--- config.mk ---
export PLATFORM = sky130hd
export DESIGN_NAME = tssr_top
export DESIGN_NICKNAME = d
export VERILOG_FILES = /design/src/design/tssr_pkg.sv /design/src/design/tssr_pin_sync.sv /design/src/design/tssr_top.sv
export SDC_FILE = /design/constraint.sdc
export NUM_CORES = 1
export LEC_CHECK = 0
export ABC_CLOCK_PERIOD_IN_PS = 6400
export BUFFER_PORTS_ARGS = -buffer_cell sky130_fd_sc_hd__buf_4
export CELL_PAD_IN_SITES_DETAIL_PLACEMENT = 2
export CELL_PAD_IN_SITES_GLOBAL_PLACEMENT = 2
export CORE_UTILIZATION = 39
export CTS_CLUSTER_DIAMETER = 100
export CTS_CLUSTER_SIZE = 12
export DETAILED_ROUTE_END_ITERATION = 10
export PLACE_DENSITY = 0.87
export SLEW_MARGIN = 0
export SYNTH_ARGS = -nofsm -noshare
export SYNTH_HDL_FRONTEND = slang
export SYNTH_HIERARCHICAL = 1
export SYNTH_SLANG_ARGS = --single-unit
--- constraint.sdc ---
create_clock -name i_clk_sys -period 6.4 [get_ports i_clk_sys]
set_input_delay 0.32 -clock i_clk_sys [delete_from_list [all_inputs] [get_ports i_clk_sys]]
set_output_delay 0.32 -clock i_clk_sys [all_outputs]
set_load 0.05 [all_outputs]
--- src/design/tssr_pkg.sv ---
// constants and shared types of the thermal sensor bus register block
package tssr_pkg;
  localparam int CLK_HZ = 200_000_000;
  localparam int CONV_PERIOD_MS = 125;
  localparam int CONV_CYC = CLK_HZ / 1000 * CONV_PERIOD_MS;
  localparam int TO_MAX_MS = 35;
  localparam int TO_CYC = CLK_HZ / 1000 * TO_MAX_MS;
  localparam int CNT_W = 25;

  localparam logic [7:0] PTR_CAP = 8'h00;
  localparam logic [7:0] PTR_CFG = 8'h01;
  localparam logic [7:0] PTR_UPPER = 8'h02;
  localparam logic [7:0] PTR_LOWER = 8'h03;
  localparam logic [7:0] PTR_CRIT = 8'h04;
  localparam logic [7:0] PTR_TEMP = 8'h05;
  localparam logic [7:0] PTR_OPTS = 8'h22;
  localparam logic [7:0] PTR_RST = 8'h00;

  localparam logic [15:0] CAP_RST = 16'h0017;
  localparam logic [15:0] CFG_RST = 16'h0000;
  localparam logic [15:0] LIM_RST = 16'h0000;
  localparam logic [15:0] OPTS_RST = 16'h0000;
  localparam logic [15:0] TEMP_RST = 16'h0000;

  localparam int CFG_MODE_B = 0;
  localparam int CFG_POL_B = 1;
  localparam int CFG_EN_B = 3;
  localparam int CFG_CEVT_B = 5;
  localparam int CFG_SHDN_B = 8;
  localparam int OPTS_TO_DIS_B = 7;

  localparam logic [6:0] ARA_ADDR = 7'h0c;
  localparam logic [1:0] BIDX_ADDR = 2'h0;
  localparam logic [1:0] BIDX_PTR = 2'h1;
  localparam logic [1:0] BIDX_DHI = 2'h2;
  localparam logic [1:0] BIDX_DLO = 2'h3;
  localparam logic [3:0] BITS_PER_BYTE = 4'h8;

  typedef enum logic [2:0] {S_IDLE, S_RX, S_ACK, S_TX, S_MACK} tssr_st_t;

  typedef struct packed {
    logic f1;
    logic f2;
    logic f3;
    logic lvl;
  } tssr_sync_t;

  typedef struct packed {
    tssr_st_t st;
    logic [3:0] bcnt;
    logic [1:0] bidx;
    logic [7:0] sh;
    logic rw;
    logic ara;
    logic mack;
    logic sda_oe;
    logic [7:0] ptr;
    logic [7:0] wr_hi;
    logic [15:0] tx;
    logic [15:0] cfg;
    logic [15:0] upper;
    logic [15:0] lower;
    logic [15:0] crit;
    logic [15:0] opts;
    logic [15:0] temp;
    logic [CNT_W-1:0] conv_cnt;
    logic [CNT_W-1:0] to_cnt;
    logic evt;
    logic cond_d;
    logic ev_oe;
    logic scl_d;
    logic sda_d;
  } tssr_state_t;
endpackage : tssr_pkg

--- src/design/tssr_pin_sync.sv ---
// three-stage input synchroniser with agreement filter
`timescale 1ns/1ps
module tssr_pin_sync
  import tssr_pkg::*;
#(
  parameter logic RST_VAL = 1'b1
) (
  input wire logic i_clk_sys,
  input wire logic i_rst_n,
  input wire logic i_pin,
  output logic o_level
);
  tssr_sync_t s_r;
  tssr_sync_t s_nxt;

  always_comb begin
    s_nxt = s_r;
    s_nxt.f1 = i_pin;
    s_nxt.f2 = s_r.f1;
    s_nxt.f3 = s_r.f2;
    // a change only counts once two late stages agree
    if (s_r.f2 == s_r.f3) begin
      s_nxt.lvl = s_r.f3;
    end
  end

  always_ff @(posedge i_clk_sys or negedge i_rst_n) begin
    if (!i_rst_n) begin
      s_r <= '{f1: RST_VAL, f2: RST_VAL, f3: RST_VAL, lvl: RST_VAL};
    end else begin
      s_r <= s_nxt;
    end
  end

  assign o_level = s_r.lvl;

  property p_sync_agree;
    @(posedge i_clk_sys) disable iff (!i_rst_n)
      (s_r.f2 == s_r.f3) |=> (s_r.lvl == $past(s_r.f3));
  endproperty
  a_sync_agree: assert property (p_sync_agree) else $error("sync level missed agreed value");
endmodule : tssr_pin_sync

--- src/design/tssr_top.sv ---
// bus slave, register file, conversion timing and alert handling of the sensor
`timescale 1ns/1ps
module tssr_top
  import tssr_pkg::*;
#(
  parameter logic [6:0] DEV_ADDR = 7'h18,
  parameter int CONV_CYC_P = CONV_CYC,
  parameter int TO_CYC_P = TO_CYC
) (
  input wire logic i_clk_sys,
  input wire logic i_nrst,
  input wire logic i_scl,
  input wire logic i_sda,
  output logic o_sda_o,
  output logic o_sda_oe,
  input wire logic [15:0] i_adc_temp,
  input wire logic i_evt_cond,
  output logic o_event_o,
  output logic o_event_oe
);
  localparam logic [CNT_W-1:0] CONV_LAST = CNT_W'(CONV_CYC_P - 1);
  localparam logic [CNT_W-1:0] TO_LAST = CNT_W'(TO_CYC_P - 1);

  logic [1:0] rst_q;
  logic rst_n;
  logic scl;
  logic sda;
  logic rise;
  logic fall;
  logic start;
  logic stop;
  logic ara_ok;
  logic wr_en;
  logic evt_clr;
  logic ld_tx;
  logic [15:0] rd_word;
  logic [15:0] wdata;
  tssr_state_t s_r;
  tssr_state_t s_nxt;
  // reset released only after two clean edges
  always_ff @(posedge i_clk_sys or negedge i_nrst) begin
    if (!i_nrst) begin
      rst_q <= 2'h0;
    end else begin
      rst_q <= {rst_q[0], 1'b1};
    end
  end
  assign rst_n = rst_q[1];
  tssr_pin_sync #(.RST_VAL(1'b1)) u_scl_sync (
    .i_clk_sys(i_clk_sys),
    .i_rst_n(rst_n),
    .i_pin(i_scl),
    .o_level(scl)
  );
  tssr_pin_sync #(.RST_VAL(1'b1)) u_sda_sync (
    .i_clk_sys(i_clk_sys),
    .i_rst_n(rst_n),
    .i_pin(i_sda),
    .o_level(sda)
  );
  assign rise = scl & ~s_r.scl_d;
  assign fall = ~scl & s_r.scl_d;
  assign start = scl & s_r.scl_d & s_r.sda_d & ~sda;
  assign stop = scl & s_r.scl_d & ~s_r.sda_d & sda;
  assign wdata = {s_r.wr_hi, s_r.sh};
  assign ara_ok = s_r.cfg[CFG_MODE_B] & ~s_r.cfg[CFG_POL_B] & s_r.cfg[CFG_EN_B] & s_r.evt;
  always_comb begin
    rd_word = 16'h0000;
    if (s_r.ara) begin
      rd_word = {DEV_ADDR, 1'b1, 8'h00};
    end else begin
      unique case (s_r.ptr)
        PTR_CAP: rd_word = CAP_RST;
        PTR_CFG: rd_word = s_r.cfg;
        PTR_UPPER: rd_word = s_r.upper;
        PTR_LOWER: rd_word = s_r.lower;
        PTR_CRIT: rd_word = s_r.crit;
        PTR_TEMP: rd_word = s_r.temp;
        PTR_OPTS: rd_word = s_r.opts;
        default: rd_word = 16'h0000;
      endcase
    end
  end

  always_comb begin
    s_nxt = s_r;
    wr_en = 1'b0;
    evt_clr = 1'b0;
    ld_tx = 1'b0;
    s_nxt.scl_d = scl;
    s_nxt.sda_d = sda;

    if (start) begin
      s_nxt.st = S_RX;
      s_nxt.bcnt = 4'h0;
      s_nxt.bidx = BIDX_ADDR;
      s_nxt.sda_oe = 1'b0;
      s_nxt.ara = 1'b0;
    end else if (stop) begin
      s_nxt.st = S_IDLE;
      s_nxt.sda_oe = 1'b0;
    end else begin
      unique case (s_r.st)
        S_IDLE: begin
        end
        S_RX: begin
          if (rise) begin
            s_nxt.sh = {s_r.sh[6:0], sda};
            s_nxt.bcnt = s_r.bcnt + 4'h1;
          end else if (fall && s_r.bcnt == BITS_PER_BYTE) begin
            s_nxt.bcnt = 4'h0;
            s_nxt.st = S_ACK;
            s_nxt.sda_oe = 1'b1;
            unique case (s_r.bidx)
              BIDX_ADDR: begin
                s_nxt.rw = s_r.sh[0];
                if (s_r.sh[7:1] == DEV_ADDR) begin
                  s_nxt.ara = 1'b0;
                end else if (s_r.sh[7:1] == ARA_ADDR && s_r.sh[0] && ara_ok) begin
                  s_nxt.ara = 1'b1;
                end else begin
                  s_nxt.st = S_IDLE;
                  s_nxt.sda_oe = 1'b0;
                end
              end
              BIDX_PTR: s_nxt.ptr = s_r.sh;
              BIDX_DHI: s_nxt.wr_hi = s_r.sh;
              BIDX_DLO: wr_en = 1'b1;
            endcase
          end
        end
        S_ACK: begin
          if (fall) begin
            s_nxt.bcnt = 4'h0;
            if (s_r.bidx == BIDX_ADDR && s_r.rw) begin
              ld_tx = 1'b1;
              s_nxt.tx = rd_word;
              s_nxt.sda_oe = ~rd_word[15];
              s_nxt.st = S_TX;
            end else begin
              s_nxt.sda_oe = 1'b0;
              s_nxt.st = S_RX;
              s_nxt.bidx = (s_r.bidx == BIDX_DLO) ? BIDX_DHI : s_r.bidx + 2'h1;
            end
          end
        end
        S_TX: begin
          if (rise) begin
            s_nxt.bcnt = s_r.bcnt + 4'h1;
            if (s_r.ara && !s_r.sda_oe && !sda) begin
              s_nxt.st = S_IDLE;
            end
          end else if (fall) begin
            s_nxt.tx = {s_r.tx[14:0], 1'b0};
            if (s_r.bcnt == BITS_PER_BYTE) begin
              s_nxt.st = S_MACK;
              s_nxt.sda_oe = 1'b0;
              s_nxt.bcnt = 4'h0;
            end else begin
              s_nxt.sda_oe = ~s_r.tx[14];
            end
          end
        end
        S_MACK: begin
          if (rise) begin
            s_nxt.mack = ~sda;
          end else if (fall) begin
            if (s_r.ara) begin
              evt_clr = 1'b1;
              s_nxt.st = S_IDLE;
            end else if (s_r.mack) begin
              s_nxt.st = S_TX;
              s_nxt.sda_oe = ~s_r.tx[15];
            end else begin
              s_nxt.st = S_IDLE;
            end
          end
        end
      endcase
    end

    // a full data pair commits the write
    if (wr_en) begin
      unique case (s_r.ptr)
        PTR_CFG: begin
          s_nxt.cfg = wdata & ~(16'h0001 << CFG_CEVT_B);
          evt_clr = wdata[CFG_CEVT_B];
        end
        PTR_UPPER: s_nxt.upper = wdata;
        PTR_LOWER: s_nxt.lower = wdata;
        PTR_CRIT: s_nxt.crit = wdata;
        PTR_OPTS: s_nxt.opts = wdata;
        default: begin
        end
      endcase
    end

    if (s_r.cfg[CFG_SHDN_B]) begin
      s_nxt.conv_cnt = '0;
    end else if (s_r.conv_cnt == CONV_LAST) begin
      s_nxt.conv_cnt = '0;
      s_nxt.temp = i_adc_temp;
    end else begin
      s_nxt.conv_cnt = s_r.conv_cnt + CNT_W'(1);
    end

    // interrupt mode is sticky; a new event beats a clear in the same cycle
    s_nxt.cond_d = i_evt_cond;
    if (s_r.cfg[CFG_MODE_B]) begin
      if (i_evt_cond && !s_r.cond_d) begin
        s_nxt.evt = 1'b1;
      end else if (evt_clr) begin
        s_nxt.evt = 1'b0;
      end
    end else begin
      s_nxt.evt = i_evt_cond;
    end
    s_nxt.ev_oe = s_r.cfg[CFG_EN_B] & (s_r.evt ^ s_r.cfg[CFG_POL_B]);

    if (s_r.opts[OPTS_TO_DIS_B] || s_r.cfg[CFG_SHDN_B] || scl || s_r.st == S_IDLE) begin
      s_nxt.to_cnt = '0;
    end else if (s_r.to_cnt == TO_LAST) begin
      s_nxt.to_cnt = '0;
      s_nxt.st = S_IDLE;
      s_nxt.sda_oe = 1'b0;
    end else begin
      s_nxt.to_cnt = s_r.to_cnt + CNT_W'(1);
    end
  end

  always_ff @(posedge i_clk_sys or negedge rst_n) begin
    if (!rst_n) begin
      s_r <= '{st: S_IDLE, ptr: PTR_RST, cfg: CFG_RST, upper: LIM_RST, lower: LIM_RST,
               crit: LIM_RST, opts: OPTS_RST, temp: TEMP_RST, scl_d: 1'b1, sda_d: 1'b1,
               default: '0};
    end else begin
      s_r <= s_nxt;
    end
  end

  assign o_sda_o = 1'b0;
  assign o_sda_oe = s_r.sda_oe;
  assign o_event_o = 1'b0;
  assign o_event_oe = s_r.ev_oe;
  property p_cap_value;
    @(posedge i_clk_sys) disable iff (!rst_n)
      (ld_tx && !s_r.ara && s_r.ptr == PTR_CAP) |=> (s_r.tx == 16'h0017);
  endproperty
  a_cap_value: assert property (p_cap_value) else $error("capability word wrong");
  property p_temp_load;
    @(posedge i_clk_sys) disable iff (!rst_n)
      (ld_tx && !s_r.ara && s_r.ptr == PTR_TEMP) |=> (s_r.tx == $past(s_r.temp));
  endproperty
  a_temp_load: assert property (p_temp_load) else $error("temperature read not latest");
  property p_tx_frozen;
    @(posedge i_clk_sys) disable iff (!rst_n)
      (s_r.st == S_TX && $past(s_r.st) == S_TX) |->
        (s_r.tx == $past(s_r.tx) || s_r.tx == {$past(s_r.tx[14:0]), 1'b0});
  endproperty
  a_tx_frozen: assert property (p_tx_frozen) else $error("shift word changed mid read");
  property p_conv_update;
    @(posedge i_clk_sys) disable iff (!rst_n)
      (s_r.conv_cnt == CONV_LAST && !s_r.cfg[CFG_SHDN_B]) |=>
        (s_r.temp == $past(i_adc_temp) && s_r.conv_cnt == '0);
  endproperty
  a_conv_update: assert property (p_conv_update) else $error("conversion end missed");
  property p_timeout_idle;
    @(posedge i_clk_sys) disable iff (!rst_n)
      (s_r.to_cnt == TO_LAST && !scl && !s_r.opts[OPTS_TO_DIS_B] && !s_r.cfg[CFG_SHDN_B])
        |=> (s_r.st == S_IDLE && !s_r.sda_oe);
  endproperty
  a_timeout_idle: assert property (p_timeout_idle) else $error("time-out did not idle");
  property p_to_disabled;
    @(posedge i_clk_sys) disable iff (!rst_n)
      s_r.opts[OPTS_TO_DIS_B] |=> (s_r.to_cnt == '0);
  endproperty
  a_to_disabled: assert property (p_to_disabled) else $error("time-out ran while off");
  property p_shdn_no_to;
    @(posedge i_clk_sys) disable iff (!rst_n)
      s_r.cfg[CFG_SHDN_B] |=> (s_r.to_cnt == '0 && s_r.conv_cnt == '0);
  endproperty
  a_shdn_no_to: assert property (p_shdn_no_to) else $error("timer ran in shutdown");
  property p_ara_gate;
    @(posedge i_clk_sys) disable iff (!rst_n)
      $rose(s_r.ara) |-> $past(ara_ok);
  endproperty
  a_ara_gate: assert property (p_ara_gate) else $error("alert response without gate");
  property p_ara_lost;
    @(posedge i_clk_sys) disable iff (!rst_n)
      (s_r.st == S_TX && s_r.ara && rise && !sda && !s_r.sda_oe && !start && !stop)
        |=> (s_r.st == S_IDLE && !s_r.sda_oe);
  endproperty
  a_ara_lost: assert property (p_ara_lost) else $error("arbitration loss ignored");
  property p_alert_off;
    @(posedge i_clk_sys) disable iff (!rst_n)
      !s_r.cfg[CFG_EN_B] |=> !s_r.ev_oe;
  endproperty
  a_alert_off: assert property (p_alert_off) else $error("alert driven while disabled");
endmodule : tssr_top

# Yosys cells after proc, flatten, opt, wreduce, memory -nomap -nowiden
# Cells that the tools add are included.
[classes]
add_sub_neg = 4
n_mul = 0
div = 0
order_cmp = 0
eq_ne = 32
shift = 0
mux = 85
bitwise = 24
n_reduce_logical = 39
[ops]
columns = ["op", "n"]
rows = [
  ["one-hot mux 16 bit (7 select lines)", 1],
  ["two-way mux 25 bit", 4],
  ["two-way mux 16 bit", 5],
  ["two-way mux 17 bit", 3],
  ["adder 25 x 1 -> 25 bit (second input constant)", 2],
  ["two-way mux 1 bit", 38],
  ["one-hot mux 16 bit (2 select lines)", 1],
  ["two-way mux 3 bit", 10],
  ["AND reduction 6 bit", 5],
  ["two-way mux 7 bit", 4],
  ["equality test 25 x 23 -> 1 bit (second input constant)", 1],
  ["equality test 25 bit (second input constant)", 1],
  ["two-way mux 8 bit", 3],
  ["two-way mux 2 bit", 9],
  ["two-way mux 9 bit", 2],
  ["equality test 8 x 2 -> 1 bit (second input constant)", 2],
  ["equality test 8 x 3 -> 1 bit (second input constant)", 2],
  ["inequality test 2 bit (second input constant)", 6],
  ["inequality test 4 bit (second input constant)", 3],
  ["NOT 1 bit", 12],
  ["one-hot mux 3 bit (4 select lines)", 1],
  ["one-hot mux 4 bit (3 select lines)", 1],
  ["AND reduction 2 bit", 6],
  ["AND reduction 4 bit", 3],
  ["other kinds (31)", 59],
]
[word_totals]
register_bits = 213
latchBits = 0
ram_bits = 0
romBits = 0
in_bits = 21
out_inout_bits = 4
wordCells = 217
n_memories = 0

# Logic depth before layout (Yosys ltp)
# Gate-level depths: netlist of the first run.
[depth]
word_depth = 15
mapped_depth = 8
ltp_nobuf = 7

# By module
# The synthesis of the first run kept the hierarchy.
[modules_own_cells]
columns = ["module", "n_inst", "cells_each", "area_each_um2", "seq_area_each_um2"]
rows = [
  ["tssr_top", 1, 900, 10023.4, 5132.4],
  ["tssr_pin_sync", 2, 5, 116.4, 105.1],
]

# Worst setup path before layout of the first run
# Ideal clock, no wire load.
[synth_path]
kind = "reg2reg"
start = "reg s_r[1] (netlist bit)"
end = "reg s_r[125] (netlist bit)"
setup_time_ps = 125
t_arrival_ps = 2537
setup_slack_ps = 3738
stages_incl_launch_ff = 9
period_less_slack_ps = 2662
cell_sequence = "dfstp_2 > inv_1 > ha_1 > nand2b_1 > a2111oi_4 > nand3_2 > nor4_4 > buf_6 > mux2_2"
[synth_between]
elab_chain_cells = 8
[synth_lines]
columns = ["item", "line", "text"]
rows = [
  ["start, declared", "tssr_top.sv:38", "tssr_state_t s_r;"],
  ["start signal, assigned", "tssr_top.sv:233", "s_r <= '{st: S_IDLE, ptr: PTR_RST, cfg: CFG_RST, upper: LIM_RST, lower: LIM_RST,"],
  ["start signal, assigned", "tssr_top.sv:237", "s_r <= s_nxt;"],
  ["AND 1 bit", "tssr_top.sv:62", "assign fall = ~scl & s_r.scl_d;"],
  ["logical AND 1 bit", "tssr_top.sv:110", "end else if (fall && s_r.bcnt == BITS_PER_BYTE) begin"],
  ["two-way mux 1 bit", "tssr_top.sv:110", ""],
  ["two-way mux 1 bit", "tssr_top.sv:107", "if (rise) begin"],
  ["two-way mux 1 bit", "tssr_top.sv:103", "unique case (s_r.st)"],
  ["two-way mux 1 bit", "tssr_top.sv:99", "end else if (stop) begin"],
  ["two-way mux 1 bit (*)", "tssr_top.sv:93", "if (start) begin"],
  ["AND reduction 2 bit (no source line) (*)", "--", ""],
]
# Mark *: on every way between the ends. The rest lies on a longest branch, timed or not.
# A chain may end at the register's enable or synchronous reset.

# Worst setup path in the final report of the first run
[layout_path]
start = "reg s_r[1] (netlist bit)"
end = "reg s_r[129] (netlist bit)"
# The elaborated chain is that of the path after synthesis.

==> results of run 1 <==
## worst max path at each step
stage	slack, ps	end
2_1_floorplan	40	o_event_oe
6_report	2680	s_r[129]
5_1_grt	2520	s_r[119]
3_3_place_gp	2960	s_r[134]
4_1_cts	2700	s_r[126]
3_5_place_dp	2700	s_r[129]
## where the power goes
part	internal (uW)	total [uW]	switching, uW	leakage, uW
Combinational	118	296	178	0.00182
Sequential	1430	1600	169	0.00285
Clock	629	1170	540	0.000288
## flip-flops by register name, indices dropped and copies added, names as in the netlist
signal              count
s_r                   201
rst_q                   2
u_scl_sync/s_nxt        2
u_sda_sync/s_nxt        2
o_event_oe              1
o_sda_oe                1
u_scl_sync/o_level      1
u_scl_sync/s_r          1
u_sda_sync/o_level      1
u_sda_sync/s_r          1
## logic make-up after synthesis
group	after synthesis	share of synthesized area
flip-flops	213	0.521
other	2	0.000732
adder cells (fa/ha/maj)	9	0.0107
XOR/XNOR	49	0.0418
AO/OA/AOI/OAI	140	0.0965
buffers and inverters	64	0.0262
AND/OR/NAND/NOR	297	0.155
multiplexers	136	0.148
## final cells by class
type / instances / area [um2] / area share
sequential: 213 / 5350 / 0.469
multi-input combinational: 634 / 4670 / 0.410
clock buffer: 37 / 596 / 0.0523
tap: 330 / 413 / 0.0362
timing repair buffer: 38 / 295 / 0.0259
inverter: 18 / 67.6 / 0.00593
clock inverter: 1 / 8.76 / 0.000768
## metrics by stage
step                      setup WS [ps]  power, uW  std cells  hold slack, ps  instance area (um2)
final                              2680       3070       1271            35.0                11400
after detailed placement           2700       1920       1229             105                10800
after CTS                          2700       3090       1271            23.9                11400
after global routing               2520       3180       1271            20.1                11400
after global placement             2960       1890       1229             103                10800
after floorplan                    42.4       1770        911            24.4                10300
## routing by layer
layer / routed length [um] / global-route usage / up-vias / share of wire
met5: 12 / 0 / - / 0.00037
met4: 872 / 0.0753 / 2 / 0.027
met3: 1440 / 0.0356 / 68 / 0.045
met2: 16100 / 0.430 / 203 / 0.50
met1: 13900 / 0.317 / 4006 / 0.43
li1: - / - / 3312 / -
## cells in the mapped netlist (4+ instances only)
cell type	number	area, um2
a31oi_1	6	37.5
mux2_2	125	1410
o21a_1	4	30.0
a21oi_1	30	150
nand3_1	26	130
o211ai_1	4	30.0
nand3b_1	7	52.6
and2_1	9	56.3
o22ai_1	5	31.3
a221oi_1	5	43.8
and4_1	5	43.8
dfrtp_1	203	5080
xnor2_1	24	210
dfstp_2	10	263
a22oi_1	12	90.1
a221o_1	5	50.1
inv_1	18	67.6
a32o_1	4	40.0
nand2b_1	9	56.3
xor2_1	25	219
a311oi_1	6	52.6
nor2b_1	10	62.6
nor2_1	82	308
nand2_1	49	184
o21ai_0	23	115
nor3_1	13	65.1
or3_1	4	25.0
and3b_1	5	43.8
mux2i_1	11	110
buf_2	8	40.0
nor3b_1	4	30.0
nor2_2	4	25.0
a211oi_1	5	37.5
o31ai_1	6	45.0
nand4_1	20	125
and3_1	17	106
ha_1	7	87.6
nor4_1	13	81.3
clkbuf_1	31	116
==> impl_metrics.csv, run 1 <==
group,metric,value,unit
outcome,status,"complete, no violations",
setup_path,critPathTopFamily,"simple AND/OR/NAND/NOR gates",
clocking,cts.sinks,213,
setup_path,r2r_cells,6,
clocking,cts_max_path_buffers,3,
clocking,cts_setup_buffers,0,
setup_path,startpoint_type,"flip-flop",
logic_synthesis,synth-seq-area-share,0.521,
layout,fill_cells,2534,
clocking,holdBufCountCts,4,
power_and_ir_drop,p_per_area,269,nW/um2
drt,wl,32400,um
run,maxCapViolations,0,
drt,via_per_inst,5.97,
logic_synthesis,ys.flop_type,"dfrtp_1",
layout,final_util,0.447,
logic_synthesis,synth-seq-cells,213,
die,core_area,25500,um2
setup_path,timing.rr.start,"s_r[1]",
clocking,cts_inserted_buffers,21,
layout,synthToLayoutAreaGrowth,11.1,%
logic_synthesis,synth-edff-count,0,
global_route,grt-ovfl-total,0,
timing,skew,18.9,ps
hold_path,min_path_type,"in2reg",
drt,drc,0,
power_and_ir_drop,power_leakage,0.00496,uW
place,finalWeightedCongestion,0.852,
hold_path,min_to,"s_r[64]",
clocking,clk_pin_slew_worst_paths,70,ps
setup_path,crit_path_max_fanout,16,
setup_path,reg2reg_slack,2680,ps
layout,antenna_cells,0,
logic_synthesis,netlist_area,10300,um2
clocking,root_buffer,"clkbuf_16",
setup_path,cp-startpoint,"s_r[1]",
layout,layout.cells.most_common_list,"202 x dfrtp_1, 125 x mux2_2, 82 x nor2_1, 49 x nand2_1, 34 x buf_4",
layout,drive_gt1_frac,0.223,
drt,drt_iter0_drc,514,
setup_path,required,6800,ps
hold_path,holdCritStartpoint,"i_adc_temp[9]",
global_route,grt_start_max_net_pins,81,
setup_path,reg2reg_to,"s_r[129]",
timing,tightest_slew,1340,ps
clocking,cts-resized-gates,0,
clocking,clock_latency,520,ps
layout,final_nets,954,
drt,first_pass_iters,4,
die,fp.dieH,164,um
place,dpl.hpwl,21000,um
drt,ant_nets,0,
timing,setup_tns,0,ps
clocking,h-tree-depth,1,
drt,wire_per_inst,25.5,um
setup_path,cp.buffers_inverters,0,
global_route,antenna_found_initial,1,
timing,period_share,0.581,
setup_path,cp_cell_sequence,"ha_1 > nand2b_1 > a2111oi_4 > nand3_2 > nor4_4 > mux2_2",
drt,via_count,7591,
layout,final_common_cell,"dfrtp_1",
place,portBuffers,22,
setup_path,endpoint_kind,"flip-flop",
logic_synthesis,ys_types,72,
timing,hold_viol_final,0,
logic_synthesis,synthCells,910,
timing,relSlewSlack,0.0989,
setup_path,crit_cells,6,
timing,min_period,3720,ps
timing,rsz0062_at_grt,"no",
die,ioPinCount,25,
logic_synthesis,avgSynthCellArea,11.3,um2
clocking,cts_tree,"done",
logic_synthesis,ys_async_sr_fraction,1.00,
timing,final-setup-viol-count,0,
hold_path,worstHoldPathCells,2,
die,rows,58,
setup_path,cp.arrival,4120,ps
timing,drv_slew,0,
logic_synthesis,yosysWarnings,6,
die,die_area,27000,um2
global_route,grt_pass1_wl,50600,um
setup_path,critPathKind,"reg2reg",
setup_path,slowest_stage,"nor4_4",
die,start_util,0.403,
die,die_w,164,um
setup_path,max_stage_delay,1130,ps
global_route,track_usage,0.248,
timing,fmax,269,MHz
power_and_ir_drop,vdd_drop_max,0.217,mV
global_route,grt_pass1_vias,8418,
Power figures use the tool's default switching activity.
==> run 2: changes to the inputs <==
--- a/config.mk
+++ b/config.mk
@@ -5,15 +5,16 @@
 export SDC_FILE = /design/constraint.sdc
 export NUM_CORES = 1
 export LEC_CHECK = 0
-export ABC_CLOCK_PERIOD_IN_PS = 6400
+export ABC_AREA = 1
+export ABC_CLOCK_PERIOD_IN_PS = 3000
 export BUFFER_PORTS_ARGS = -buffer_cell sky130_fd_sc_hd__buf_4
 export CELL_PAD_IN_SITES_DETAIL_PLACEMENT = 2
 export CELL_PAD_IN_SITES_GLOBAL_PLACEMENT = 2
-export CORE_UTILIZATION = 39
+export CORE_UTILIZATION = 34
 export CTS_CLUSTER_DIAMETER = 100
 export CTS_CLUSTER_SIZE = 12
 export DETAILED_ROUTE_END_ITERATION = 10
-export PLACE_DENSITY = 0.87
+export PLACE_DENSITY = 0.88
 export SLEW_MARGIN = 0
 export SYNTH_ARGS = -nofsm -noshare
 export SYNTH_HDL_FRONTEND = slang
==> constraint.sdc (replaced) <==
create_clock -name i_clk_sys -period 3 [get_ports i_clk_sys]
set_input_delay 0.15 -clock i_clk_sys [delete_from_list [all_inputs] [get_ports i_clk_sys]]
set_output_delay 0.15 -clock i_clk_sys [all_outputs]
set_load 0.05 [all_outputs]
==> impl_metrics.csv, run 2 <==
group,metric,value,unit
timing,min_period,2700,ps
logic_synthesis,synth_most_common_cell,"nand2_1",
logic_synthesis,yosys-top-cells-count,"348 x nand2_1, 254 x inv_1, 203 x dfrtp_1, 161 x nor2_1",
logic_synthesis,ys_async_sr_fraction,1.00,
clocking,root_buffer,"clkbuf_16",
outcome,status,"complete, no violations",
clocking,cts_setup_buffers,0,
die,rows,65,
layout,finalNonFillerCells,1942,
logic_synthesis,synth-edff-count,0,
global_route,antenna_found_initial,0,
setup_path,cp.arrival,3110,ps
drt,via_per_inst,5.50,
logic_synthesis,netlist_area,11000,um2
clocking,cts_tree,"done",
place,finalWeightedCongestion,0.847,
die,die_w,182,um
drt,m1WireLength,18600,um
timing,relSlewSlack,0.616,
die,fp.dieH,182,um
setup_path,required,3410,ps
clocking,cts.sinks,213,
die,core_area,31700,um2
logic_synthesis,ys_types,43,
timing,setup_tns,0,ps
layout,final_common_cell,"nand2_1",
layout,final_nets,1553,
setup_path,timing.rr.start,"s_r[1]",
setup_path,critPathKind,"reg2reg",
global_route,grt_pass1_wl,73100,um
timing,period_share,0.900,
drt,drt_iter0_drc,702,
global_route,grt-ovfl-total,0,
drt,ant_nets,0,
power_and_ir_drop,power_leakage,0.00676,uW
logic_synthesis,synth-seq-cells,213,
place,dp_slack,533,ps
setup_path,r2r_cells,9,
clocking,h-tree-depth,1,
clocking,clk_pin_slew_worst_paths,70,ps
setup_path,endpoint_kind,"flip-flop",
drt,wl,46100,um
global_route,grt_start_max_net_pins,74,
setup_path,reg2reg_to,"s_r[153]",
logic_synthesis,synth_top_cells_by_area,"dfrtp_1 46%, nand2_1 12%, inv_1 8.7%, nor2_1 5.5%, nand3_1 4.6%",
clocking,cts_inserted_buffers,21,
setup_path,startpoint_type,"flip-flop",
clocking,cts_max_path_buffers,3,
logic_synthesis,yosys.area.top_type,"dfrtp_1",
timing,fin_ws,301,ps
layout,top_register,"s_r",
clocking,clock_latency,540,ps
power_and_ir_drop,vdd_drop_max,0.305,mV
hold_path,min_path_type,"reg2async",
timing,rsz0062_at_grt,"no",
clocking,holdBufCountCts,21,
place,dpl.hpwl,27300,um
setup_path,crit_path_max_fanout,28,
layout,largest_register_ffs,201,
die,die_area,33100,um2
run,maxCapViolations,0,
place,placed_cells,1883,
logic_synthesis,ys.flop_type,"dfrtp_1",
drt,wire_per_inst,23.7,um
timing,fmax,371,MHz
setup_path,reg2reg_slack,300,ps
global_route,grt_pass1_vias,12500,
place,portBuffers,22,
layout,fill_cells,3659,
drt,met3_length,1860,um
die,ioPinCount,25,
drt,top_layer_used,"met4",
die,start_util,0.347,
layout,drive_gt1_frac,0.0753,
logic_synthesis,synth-seq-area-share,0.485,
layout,synthToLayoutAreaGrowth,13.5,%
layout,layout.cells.most_common_list,"348 x nand2_1, 254 x inv_1, 202 x dfrtp_1, 161 x nor2_1",
logic_synthesis,synthCells,1476,
timing,tightest_slew,574,ps
layout,final_area,12500,um2
drt,first_pass_iters,5,
timing,hold_viol_final,0,
place,place_area,11700,um2
drt,drc,0,
timing,final-setup-viol-count,0,
logic_synthesis,avgSynthCellArea,7.47,um2
logic_synthesis,yosysWarnings,6,
drt,via_count,10700,
timing,drv_slew,0,
layout,antenna_cells,0,
clocking,cts-resized-gates,0,
logic_synthesis,synth_top_area_frac,0.461,
drt,wl_met2,23600,um
power_and_ir_drop,p_per_area,559,nW/um2
timing,skew,37.6,ps
global_route,track_usage,0.285,
run 2: report_power, final:
group	internal, uW	switching, uW
Sequential	3060	232
Combinational	328	789
Clock	1340	1240
run 2: logic make-up after synthesis:
family | Yosys count | share of synthesized area
DFF | 213 | 0.485
xor gates and xnor gates | 17 | 0.0135
and+or+nand+nor | 706 | 0.275
muxes | 7 | 0.00636
adders and majority gates | 7 | 0.00795
AOI/OAI and AO/OA | 209 | 0.101
other | 2 | 0.000682
buffers and inverters | 315 | 0.111
run 2: layout make-up:
| cell class | count | area [um2] | area share |
|---|---|---|---|
| clock buffer | 37 | 596 | 0.0476 |
| clock inverter | 1 | 8.76 | 0.000700 |
| inverter | 271 | 1020 | 0.0813 |
| multi-input combinational | 949 | 4460 | 0.356 |
| sequential | 213 | 5350 | 0.427 |
| tap | 402 | 503 | 0.0402 |
| timing repair buffer | 69 | 583 | 0.0466 |
run 2: worst max path at each step:
stage | startpoint | end | slack, ps | depth (start not counted)
3_5_place_dp | s_r[1] | s_r[153] | 530 | 9
6_report | s_r[1] | s_r[153] | 300 | 9
5_1_grt | s_r[1] | s_r[153] | 100 | 9
3_3_place_gp | s_r[1] | s_r[161] | 680 | 9
4_1_cts | s_r[1] | s_r[153] | 350 | 9
2_1_floorplan | rst_q[1] | o_event_oe | 840 | 0
run 2: worst max-delay path, cell delays in order (launching register included):
cell and delay [ps]:
dfstp_2 550, ha_1 360, inv_1 210, nor2_1 270, inv_2 100, nor2_2 260, nand2_2 380, nand2_1 200
o21a_1 160, nand2_1 90
run 2: per-layer routing:
| metal | vias up | track usage |
|---|---|---|
| met2 | 282 | 0.519 |
| met3 | 135 | 0.0429 |
| met4 | 0 | 0.122 |
| li1 | 4735 | - |
| met1 | 5523 | 0.331 |
| met5 | - | 0 |
run 2: stage by stage:
stage | utilization | hold slack (ps) | power, uW
after floorplan | - | -146 | 3940
after global placement | 0.369 | -65.9 | 4240
after detailed placement | 0.369 | -65.4 | 4330
after CTS | 0.394 | 259 | 6990
after global routing | 0.394 | 285 | 7250
final | 0.394 | 287 | 6990
